$ cat config.mk
export PLATFORM = sky130hd
export DESIGN_NAME = flash_program_access_guard
export DESIGN_NICKNAME = d
export VERILOG_FILES = /design/src/flash_guard_pkg.sv /design/src/flash_op_timer.sv /design/src/flash_program_access_guard.sv
export SDC_FILE = /design/constraint.sdc
export NUM_CORES = 1
export LEC_CHECK = 0
export BUFFER_PORTS_ARGS = -buffer_cell sky130_fd_sc_hd__buf_2
export CELL_PAD_IN_SITES_DETAIL_PLACEMENT = 1
export CELL_PAD_IN_SITES_GLOBAL_PLACEMENT = 1
export CORE_AREA = 2 2 111 113
export CTS_CLUSTER_SIZE = 40
export DETAILED_ROUTE_END_ITERATION = 12
export DIE_AREA = 0 0 113 115
export GPL_TIMING_DRIVEN = 1
export PLACE_DENSITY = 0.8
export SLEW_MARGIN = 10
export SYNTH_ARGS = -nofsm -noshare
export SYNTH_HDL_FRONTEND = slang
export SYNTH_SLANG_ARGS = --single-unit
$ cat constraint.sdc
create_clock -name clk_i -period 2.6 [get_ports clk_i]
set_input_delay 0.13 -clock clk_i [delete_from_list [all_inputs] [get_ports clk_i]]
set_output_delay 0.13 -clock clk_i [all_outputs]
set_load 0.03 [all_outputs]
$ cat src/flash_guard_pkg.sv
// Shared constants and carrier types of the flash access guard
`default_nettype none
package flash_guard_pkg;

  // Opcodes seen on the instruction path
  localparam logic [15:0] SPIN_OPCODE    = 16'h3fff;
  localparam logic [15:0] RETURN_OPCODE  = 16'h0000; // Arbitrary default

  // Block geometry: 64 bytes held as 32 words
  localparam int          BLOCK_WORDS    = 32;
  localparam int          WCOUNT_W       = 6;

  // Timing, in timing_generator_clock ticks
  localparam int          TICK_W         = 16;
  localparam logic [15:0] WORD_TICKS     = 16'h001e;
  localparam logic [15:0] ERASE_TICKS    = 16'h03e8;
  localparam logic [15:0] END_TICKS      = 16'h0006;
  localparam logic [5:0]  SLICE_TICKS    = 6'h20;

  // Timing generator divider, in system clock cycles
  localparam int          DIV_W          = 8;
  localparam logic [7:0]  FTG_DIV_RESET  = 8'h04;

  // Controller states
  typedef enum logic [6:0] {
    S_IDLE    = 7'b0000001,
    S_WORD    = 7'b0000010,
    S_BLKPROG = 7'b0000100,
    S_BLKWAIT = 7'b0001000,
    S_BLKEND  = 7'b0010000,
    S_ERASE   = 7'b0100000,
    S_ESUSP   = 7'b1000000
  } state_t;

  // Processor access to the flash address range
  typedef struct packed {
    logic        valid;
    logic        fetch;
    logic        write;
    logic        in_flash;
    logic [15:0] addr;
    logic [15:0] wdata;
  } cpu_req_t;

  // Answer to a processor read or fetch
  typedef struct packed {
    logic        valid;
    logic [15:0] data;
  } cpu_rsp_t;

  // Command to the flash array
  typedef struct packed {
    logic        wr;
    logic        erase;
    logic [15:0] addr;
    logic [15:0] data;
  } arr_cmd_t;

endpackage : flash_guard_pkg
`default_nettype wire

$ cat src/flash_op_timer.sv
// Timing generator divider and operation duration counter
`default_nettype none
module flash_op_timer #(
  parameter int DIV_W = 8,
  parameter int CNT_W = 16
) (
  // Clock and reset
  input  wire logic             clk_i,
  input  wire logic             rst_i,
  // Control
  input  wire logic [DIV_W-1:0] div_i,
  input  wire logic             load_i,
  input  wire logic [CNT_W-1:0] load_val_i,
  input  wire logic             run_i,
  // Status
  output logic                  tick_o,
  output logic                  done_o
);

  logic [DIV_W-1:0] div_reg;
  logic [CNT_W-1:0] cnt_reg;

  // Timing generator tick: one pulse every div_i system clocks
  always_ff @(posedge clk_i) begin
    if (rst_i || div_reg == '0) begin
      div_reg <= (div_i == '0) ? '0 : div_i - 1'b1;
      tick_o  <= !rst_i;
    end else begin
      div_reg <= div_reg - 1'b1;
      tick_o  <= 1'b0;
    end
  end

  // Duration counter, paused while run_i is low
  always_ff @(posedge clk_i) begin
    if (rst_i) begin
      cnt_reg <= '0;
      done_o  <= 1'b0;
    end else if (load_i) begin
      cnt_reg <= load_val_i;
      done_o  <= 1'b0;
    end else if (run_i && tick_o && cnt_reg != '0) begin
      cnt_reg <= cnt_reg - 1'b1;
      done_o  <= (cnt_reg == {{(CNT_W-1){1'b0}}, 1'b1});
    end else begin
      done_o  <= 1'b0;
    end
  end

endmodule : flash_op_timer
`default_nettype wire

$ cat src/flash_program_access_guard.sv
// Flash write/erase sequencer and processor access guard
//
// Behaviour
// Programming voltage stays on for whole block
// Block programming is started only from RAM
// Busy spans the block, clears at block end
// Next-word-ready paces block writes
// Host clears block mode, waits recovery time
// Host avoids flash while busy from RAM
// Write without program enable flags, no change
// Fetch during flash-started op returns spin
// Real fetch data returns once not busy
// Busy data reads return spin, no flag
// Write during erase or word program flags
// Bad block-mode access sets flag and inhibit
// Ready block write is programmed, no flag
// Interrupts masked during op unless enabled
// Abort mode: interrupt ends op, abort flag
// Segment erase yields every 32 ticks
// Suspended erase: busy, accesses allowed
// Return opcode ends service; no nesting
// Reset aborts any operation in progress
// Violation flag cleared only by processor
// Enable bits select word or block mode
// Ready drops after each accepted block write
`default_nettype none
module flash_program_access_guard
  import flash_guard_pkg::*;
#(
  parameter logic [15:0] WORD_T   = WORD_TICKS,
  parameter logic [15:0] ERASE_T  = ERASE_TICKS,
  parameter logic [15:0] END_T    = END_TICKS,
  parameter logic [15:0] RET_CODE = RETURN_OPCODE,
  parameter int          N_WORDS  = BLOCK_WORDS
) (
  // Clock and reset
  input  wire logic                     clk_i,
  input  wire logic                     rst_i,
  // Processor access and answer
  input  wire flash_guard_pkg::cpu_req_t req_i,
  output flash_guard_pkg::cpu_rsp_t     rsp_o,
  // Flash array
  input  wire logic [15:0]              array_rdata_i,
  output flash_guard_pkg::arr_cmd_t     arr_o,
  // Control bits
  input  wire logic                     program_enable_i,
  input  wire logic                     block_program_mode_i,
  input  wire logic                     erase_mode_i,
  input  wire logic                     erase_interrupt_allow_i,
  input  wire logic                     interrupt_abort_enable_i,
  input  wire logic                     global_irq_enable_i,
  input  wire logic [7:0]               ftg_div_i,
  input  wire logic                     viol_clear_i,
  input  wire logic                     inhibit_clear_i,
  input  wire logic                     abort_clear_i,
  // Interrupt side
  input  wire logic                     irq_pending_i,
  output logic                          irq_mask_o,
  // Status
  output logic                          busy_o,
  output logic                          next_word_ready_o,
  output logic                          access_violation_flag_o,
  output logic                          program_inhibit_o,
  output logic                          abort_flag_o,
  output logic                          prog_voltage_o
);

  import flash_guard_pkg::*;

  state_t               state_reg;
  state_t               state_next;
  logic [WCOUNT_W-1:0]  wcount_reg;
  logic [5:0]           slice_reg;
  logic                 tick;
  logic                 op_done;
  logic                 tmr_load;
  logic [TICK_W-1:0]    tmr_val;
  logic                 tmr_run;

  logic acc, acc_wr, acc_rd, busy, svc, blk, start;
  logic blk_accept, viol_ev, inhibit_ev, abort_ev;
  logic yield_mode, yield_ev, resume_ev, spin;

  // Access decode
  assign acc    = req_i.valid && req_i.in_flash;
  assign acc_wr = acc && req_i.write && !req_i.fetch;
  assign acc_rd = acc && !req_i.write;
  assign busy   = (state_reg != S_IDLE);
  assign svc    = (state_reg == S_ESUSP);
  assign blk    = (state_reg == S_BLKPROG) || (state_reg == S_BLKWAIT) ||
                  (state_reg == S_BLKEND);
  assign spin   = busy && !svc;

  assign start      = !busy && acc_wr && program_enable_i;
  assign blk_accept = (state_reg == S_BLKWAIT) && next_word_ready_o &&
                      acc_wr;
  assign abort_ev   = busy && interrupt_abort_enable_i &&
                      global_irq_enable_i && irq_pending_i;
  assign yield_mode = erase_interrupt_allow_i && global_irq_enable_i &&
                      !interrupt_abort_enable_i;
  assign yield_ev   = (state_reg == S_ERASE) && yield_mode &&
                      slice_reg == '0 && irq_pending_i && !op_done;
  assign resume_ev  = svc && acc && req_i.fetch &&
                      array_rdata_i == RET_CODE;

  // Violations by mode, while idle or busy
  assign inhibit_ev = blk && acc &&
                      (!next_word_ready_o || req_i.fetch);
  always_comb begin
    viol_ev = 1'b0;
    if (!busy) begin
      viol_ev = acc_wr && !program_enable_i;
    end else if (blk) begin
      viol_ev = inhibit_ev;
    end else if (!svc) begin
      viol_ev = acc_wr;
    end
  end

  // Next state
  always_comb begin
    state_next = state_reg;
    case (state_reg)
      S_IDLE: begin
        if (start) begin
          if (erase_mode_i) begin
            state_next = S_ERASE;
          end else if (block_program_mode_i) begin
            state_next = S_BLKPROG;
          end else begin
            state_next = S_WORD;
          end
        end
      end
      S_WORD: begin
        if (op_done) begin
          state_next = S_IDLE;
        end
      end
      S_BLKPROG: begin
        if (op_done) begin
          state_next = (wcount_reg >= N_WORDS[WCOUNT_W-1:0]) ?
                       S_BLKEND : S_BLKWAIT;
        end
      end
      S_BLKWAIT: begin
        if (blk_accept) begin
          state_next = S_BLKPROG;
        end else if (!block_program_mode_i) begin
          state_next = S_BLKEND;
        end
      end
      S_BLKEND: begin
        if (op_done) begin
          state_next = S_IDLE;
        end
      end
      S_ERASE: begin
        if (op_done) begin
          state_next = S_IDLE;
        end else if (yield_ev) begin
          state_next = S_ESUSP;
        end
      end
      S_ESUSP: begin
        if (resume_ev) begin
          state_next = S_ERASE;
        end
      end
      default: begin
        state_next = S_IDLE;
      end
    endcase
    if (abort_ev) begin
      state_next = S_IDLE;
    end
  end

  // State register; reset drops any operation
  always_ff @(posedge clk_i) begin
    if (rst_i) begin
      state_reg <= S_IDLE;
    end else begin
      state_reg <= state_next;
    end
  end

  // Duration timer load and run
  assign tmr_load = (state_next != state_reg) &&
                    (state_next != S_IDLE) && (state_next != S_BLKWAIT) &&
                    (state_next != S_ESUSP) && (state_reg != S_ESUSP);
  always_comb begin
    case (state_next)
      S_ERASE:  tmr_val = ERASE_T;
      S_BLKEND: tmr_val = END_T;
      default:  tmr_val = WORD_T;
    endcase
  end
  assign tmr_run = (state_reg == S_WORD) || (state_reg == S_BLKPROG) ||
                   (state_reg == S_BLKEND) || (state_reg == S_ERASE);

  flash_op_timer #(
    .DIV_W (DIV_W),
    .CNT_W (TICK_W)
  ) u_timer (
    .clk_i      (clk_i),
    .rst_i      (rst_i),
    .div_i      (ftg_div_i),
    .load_i     (tmr_load),
    .load_val_i (tmr_val),
    .run_i      (tmr_run),
    .tick_o     (tick),
    .done_o     (op_done)
  );

  // Words written in the current block
  always_ff @(posedge clk_i) begin
    if (rst_i) begin
      wcount_reg <= '0;
    end else if (start) begin
      wcount_reg <= {{(WCOUNT_W-1){1'b0}}, 1'b1};
    end else if (blk_accept) begin
      wcount_reg <= wcount_reg + 1'b1;
    end
  end

  // Erase slice: guaranteed ticks before a yield
  always_ff @(posedge clk_i) begin
    if (rst_i) begin
      slice_reg <= SLICE_TICKS;
    end else if (state_reg != S_ERASE) begin
      slice_reg <= SLICE_TICKS;
    end else if (tick && slice_reg != '0) begin
      slice_reg <= slice_reg - 1'b1;
    end
  end

  // Status outputs
  always_ff @(posedge clk_i) begin
    if (rst_i) begin
      busy_o            <= 1'b0;
      next_word_ready_o <= 1'b0;
      prog_voltage_o    <= 1'b0;
      irq_mask_o        <= 1'b0;
    end else begin
      busy_o            <= (state_next != S_IDLE);
      next_word_ready_o <= (state_next == S_BLKWAIT);
      prog_voltage_o    <= (state_next == S_WORD) ||
                           (state_next == S_BLKPROG) ||
                           (state_next == S_BLKWAIT);
      irq_mask_o        <= (state_next != S_IDLE) &&
                           (state_next != S_ESUSP) &&
                           !(interrupt_abort_enable_i &&
                             global_irq_enable_i);
    end
  end

  // Sticky flags: a new event wins over a clear
  always_ff @(posedge clk_i) begin
    if (rst_i) begin
      access_violation_flag_o <= 1'b0;
    end else if (viol_ev) begin
      access_violation_flag_o <= 1'b1;
    end else if (viol_clear_i) begin
      access_violation_flag_o <= 1'b0;
    end
  end

  always_ff @(posedge clk_i) begin
    if (rst_i) begin
      program_inhibit_o <= 1'b0;
    end else if (inhibit_ev) begin
      program_inhibit_o <= 1'b1;
    end else if (inhibit_clear_i) begin
      program_inhibit_o <= 1'b0;
    end
  end

  always_ff @(posedge clk_i) begin
    if (rst_i) begin
      abort_flag_o <= 1'b0;
    end else if (abort_ev) begin
      abort_flag_o <= 1'b1;
    end else if (abort_clear_i) begin
      abort_flag_o <= 1'b0;
    end
  end

  // Read and fetch answers
  always_ff @(posedge clk_i) begin
    if (rst_i) begin
      rsp_o <= '0;
    end else begin
      rsp_o.valid <= acc_rd;
      rsp_o.data  <= spin ? SPIN_OPCODE : array_rdata_i;
    end
  end

  // Array commands; discarded writes never reach the array
  always_ff @(posedge clk_i) begin
    if (rst_i) begin
      arr_o <= '0;
    end else begin
      arr_o.wr    <= (start && !erase_mode_i) || blk_accept;
      arr_o.erase <= start && erase_mode_i;
      arr_o.addr  <= req_i.addr;
      arr_o.data  <= req_i.wdata;
    end
  end
endmodule : flash_program_access_guard
`default_nettype wire

# Word level (Yosys, flattened, before mapping)
# Index checks and enable logic that the tools add are counted.
# classes
addsub,5
magnitude_cmp,1
n_eq_ne,20
muxes,30
bitwise_logic,1
reduce_logical,73
# ops
cell,n
$mux W7,9
$pmux W7 S6,1
$logic_and A1 B1 Y1,36
$mux W16,2
$pmux W10 S2,1
$eq A16 B1 Y1 const B,1
$logic_not A16 Y1,1
$logic_not A8 Y1,2
$mux W8,2
$reduce_bool A16 Y1,1
$sub A16 B1 Y16 const B,1
$sub A8 B1 Y8 const B,2
$eq A7 B2 Y1 const B,2
$eq A7 B3 Y1 const B,2
$eq A7 B4 Y1 const B,2
$eq A7 B5 Y1 const B,2
$eq A7 B6 Y1 const B,2
$mux W14,1
$ne A7 B1 Y1 const B,2
$ne A7 B7 Y1 const B,2
$logic_not A1 Y1,11
$mux W1,11
$logic_or A1 B1 Y1,10
$reduce_bool A2 Y1,5
other kinds (16),19
# totals
reg_bits,103
in_bits,72
out_inout_bits,58
wordCells,152

# Logic depth before layout (Yosys ltp)
# logic_depth
ltp_word,16
mapped_depth,9
mapped_depth_nobuf,7

# By module
# From an unflattened synthesis, not the netlist that was laid out.
# hier_totals
cells_unflattened,525
hier_area_um2,4653.2
# modules_own_cells
mod,instances,cells_each,area_each_um2,seq_area_each_um2
flash_program_access_guard,1,327,3042.9,1541.5
flash_op_timer,1,198,1610.3,520.5

# Least setup slack after synthesis
# Ideal clock, no wire load.
# synth_path
path_kind,register to register
startpoint,register state_reg[0]
endpoint,register u_timer.cnt_reg[9]
t_arrival_ns,2.102
t_required_ns,2.533
path_slack_ns,0.431
path_stages_with_launch,8
synth_period_minus_slack_ns,2.169
path_cell_list,dfxtp_1 or4_1 or4b_4 nor3b_2 nand3b_2 o21ai_2 buf_6 o21ai_2
# synth_between
elab_chain_len,15
elab_cells_between_ends,53
classes_between,eq/ne (15); mux (12); reduce/logical (26)
# synth_rtl
item,line,text
from (decl),flash_program_access_guard.sv:70,state_t state_reg;
from (signal assigned),flash_program_access_guard.sv:184,state_reg <= state_next;
$eq A7 B6 Y1,"flash_program_access_guard.sv:101, flash_program_access_guard.sv:123, flash_program_access_guard.sv:200",
$logic_and A1 B1 Y1 (2 in series),flash_program_access_guard.sv:101,assign yield_ev = (state_reg == S_ERASE) && yield_mode &&
$logic_and A1 B1 Y1 (2 in series),flash_program_access_guard.sv:102,slice_reg == '0 && irq_pending_i && !op_done;
$mux W7,flash_program_access_guard.sv:161,end else if (yield_ev) begin
$mux W7,flash_program_access_guard.sv:159,if (op_done) begin
$pmux W7 S6,flash_program_access_guard.sv:123,case (state_reg)
$mux W7,flash_program_access_guard.sv:174,if (abort_ev) begin
$ne A7 B7 Y1 / $ne A7 B1 Y1 (equally long branches),"flash_program_access_guard.sv:189, flash_program_access_guard.sv:190",
$logic_and A1 B1 Y1,flash_program_access_guard.sv:189,assign tmr_load = (state_next != state_reg) &&
$logic_and A1 B1 Y1 (2 in series),flash_program_access_guard.sv:190,(state_next != S_IDLE) && (state_next != S_BLKWAIT) &&
$logic_and A1 B1 Y1,flash_program_access_guard.sv:191,(state_next != S_ESUSP) && (state_reg != S_ESUSP);
$mux W16 / $reduce_bool A2 Y1 (equally long branches),n/a,
to (signal assigned),flash_op_timer.sv:40,cnt_reg <= load_val_i;
to (signal assigned),flash_op_timer.sv:43,cnt_reg <= cnt_reg - 1'b1;
to (decl),flash_op_timer.sv:21,logic [CNT_W-1:0] cnt_reg;
# Several ways; a longest one is shown, not always the timed one.
# A chain may end at the register's enable or synchronous reset.

# Final worst setup path
# layout_path
startpoint,register state_reg[0]
endpoint,register u_timer.cnt_reg[0]
# The elaborated chain is that of the path after synthesis.

==> run metrics <==
Worst EP arrival=roughly 2800 ps; worst-case reg-to-reg path depth=7; share of cells above drive strength 1=26.7%; crit path max-delay cell type=or4_1; ys async rst share=0%; failing checks=DRC, hold timing; crit path kind=reg2reg; clock root buffer=clkbuf_16; CP cell instances=or4_1 -> or4b_4 -> nor3b_4 -> nand3b_2 -> o21ai_4 -> buf_4 -> nor2_1; minimum period implied by the final worst setup slack=2460 ps; first-pass GRT wire length=21200 µm; #FFs+latches synth=between 100 and 150; sum of negative setup slack=0 ps; register area share after synthesis=47.1%; EDFF count, synth=0; 1st-pass router iterations=8; WHS Endpoint=arr_o[31]; initial antenna violation count=0; cell count after synthesis=476; Yosys warnings=0; Slew headroom=about half; TritonCTS clock tree=done; drt drc=3; post-synthesis net count=557; drt initial violations=about 110; RePlAce Congestion=0.861; CORE AREA=~12000 µm²; initial core utilization=between 30% and 40%; GR Util All Layers=between 20% and 30%; Pleak=2.53 nW; GR Overflow Total=0; clock latency on the worst-skew pair=about 350 ps; worst hold path startpoint=req_i[31]; worst min-delay path category=in2reg; die height=roughly 120 µm; worst r2r src=state_reg[0]; num ports=130; Worst Hold Path Cells=2; final slew viol count=0; RSZ-0062 raised after global routing=no; Hold Slack=-3.26 ps; std cell rows=40; CP max FO=9; input/output buffers=between 100 and 150; RR Endpoint=u_timer.cnt_reg[0]; vias in the first global route=4358; die area=13000 µm²; CTS Buffer Depth=2; Worst Path Required=2890 ps; clk slew on worst S/H paths=approximately 70 ps; die width=roughly 110 µm; syn avg cell area=9.20 µm²; final core occ=between 40% and 50%; htree depth=3; Max-Cap Viols=0; status=finished, violations left; Mapped Area=4380 µm²; wire length per cell=roughly 17 µm; skew final=6.10 ps; largest net degree at the start of global routing=33; drt total wl=approximately 13000 µm; Netlist cell types=just over 60; maximum vdd drop=approximately 380 µV; CTS buffer count=9; post-DP HPWL=between 9000 and 10000 µm; Finished Layout Cells=~790; final net count=~720; Sink Count=103; vias per cell=5.12; measured slew at the worst slew-check pin=roughly 750 ps; endpoint class of the critical path=register; P&R area growth vs syn=31.9%; Reg2Reg Setup Slack=140 ps; Post-CTS Repair Setup Buffers=0; Critical Path Start Type=register; max incr delay on CP=580 ps; max reg flops=34; number of diodes=0; Final ANT Viol Nets=0; ys flop type=dfxtp_1; crit share post-route=about 94%; DP Cell Count=745; PD cells=around 600 nW/µm²; routed via count=around 4000; Fmax achieved=~410 MHz; Final Setup Violations=0; final hold violation count=1
how the worst max path moves through the flow:
stage,from,endpoint,slack [ps]
2_1_floorplan,state_reg[0],u_timer.cnt_reg[9],430
3_3_place_gp,array_rdata_i[1],u_timer.cnt_reg[0],150
3_5_place_dp,state_reg[0],u_timer.cnt_reg[0],70
4_1_cts,state_reg[0],u_timer.cnt_reg[0],50
5_1_grt,state_reg[3],u_timer.cnt_reg[15],9
6_report,state_reg[0],u_timer.cnt_reg[0],140
Yosys cell counts (5+ instances only):
master	instances	area [µm²]
nor2b_1	36	225
nor4b_1	7	61.3
xor2_1	20	175
nand2b_1	6	37.5
nor3_1	14	70.1
xnor2_1	18	158
nor4_1	12	75.1
and3_1	5	31.3
ha_1	9	113
o22ai_1	7	43.8
or4_1	8	60.1
nand2_1	23	86.3
dfxtp_1	103	2060
nor2_1	72	270
clkbuf_1	10	37.5
o21ai_0	7	35.0
inv_1	23	86.3
a21oi_1	7	35.0
nand3_1	9	45.0
final cells by class:
type	instances	area, µm²
Inverter	23	86.3
Clock inverter	6	48.8
Tap cell	147	184
Timing Repair Buffer	164	973
Clock buffer	10	239
Multi-Input combinational cell	334	2180
Fill cell	1415	6030
Sequential cell	103	2060
power breakdown:
part           total (W)  switching, W  internal [W]
combinational   0.000461      0.000275      0.000186
clock            0.00133      0.000635      0.000690
sequential       0.00168     0.0000340       0.00165
critical path: cells and delay by family, from the launching register on:
| kind | cells | cell delay, ps |
|---|---|---|
| buf+inv | 1 | 210 |
| compound gates | 1 | 130 |
| simple gates | 5 | 1690 |
| flops | 1 | 350 |
cell usage in the layout (no fill, tap or decap), types with 11 or more instances in the layout:
master,n
nor4_1,11
dfxtp_1,103
dlygate4sd3_1,26
nand2_1,23
xnor2_1,18
xor2_1,20
nor2b_1,36
nor3_1,14
inv_1,23
nor2_1,72
buf_2,129
cell families after synthesis:
kind of cell | synth area share, %
and+or+nand+nor | 28.7
buffers and inverters | 3.63
adders and majority gates | 2.57
AOI/OAI and AO/OA | 9.69
DFF | 47.1
muxes | 0.714
xor gates and xnor gates | 7.60
routing by layer:
layer / track usage, % / wire (µm) / up-vias
met1: 23.4 / 5390 / 1945
li1: - / - / 1958
met5: 0 / 0 / -
met2: 37.8 / 7010 / 101
met3: 5.22 / 596 / 23
met4: 7.80 / 306 / 0
per-stage QoR:
step / setup slack (ps) / power [W] / area, µm²
3_5_place_dp: 66.2 / 0.00214 / 5200
3_3_place_gp: 153 / 0.00212 / 5200
6_report: 143 / 0.00347 / 5780
4_1_cts: 48.3 / 0.00350 / 5750
5_1_grt: 8.87 / 0.00361 / 5780
2_1_floorplan: 431 / 0.00197 / 4380
what timing repair did:
action,CTS,global route
hold endpoints to repair,26,0
setup endpoints to repair,0,11
resized for setup,0,4
hold buffers,26,0
No activity file was read; power rests on OpenSTA's default activity.
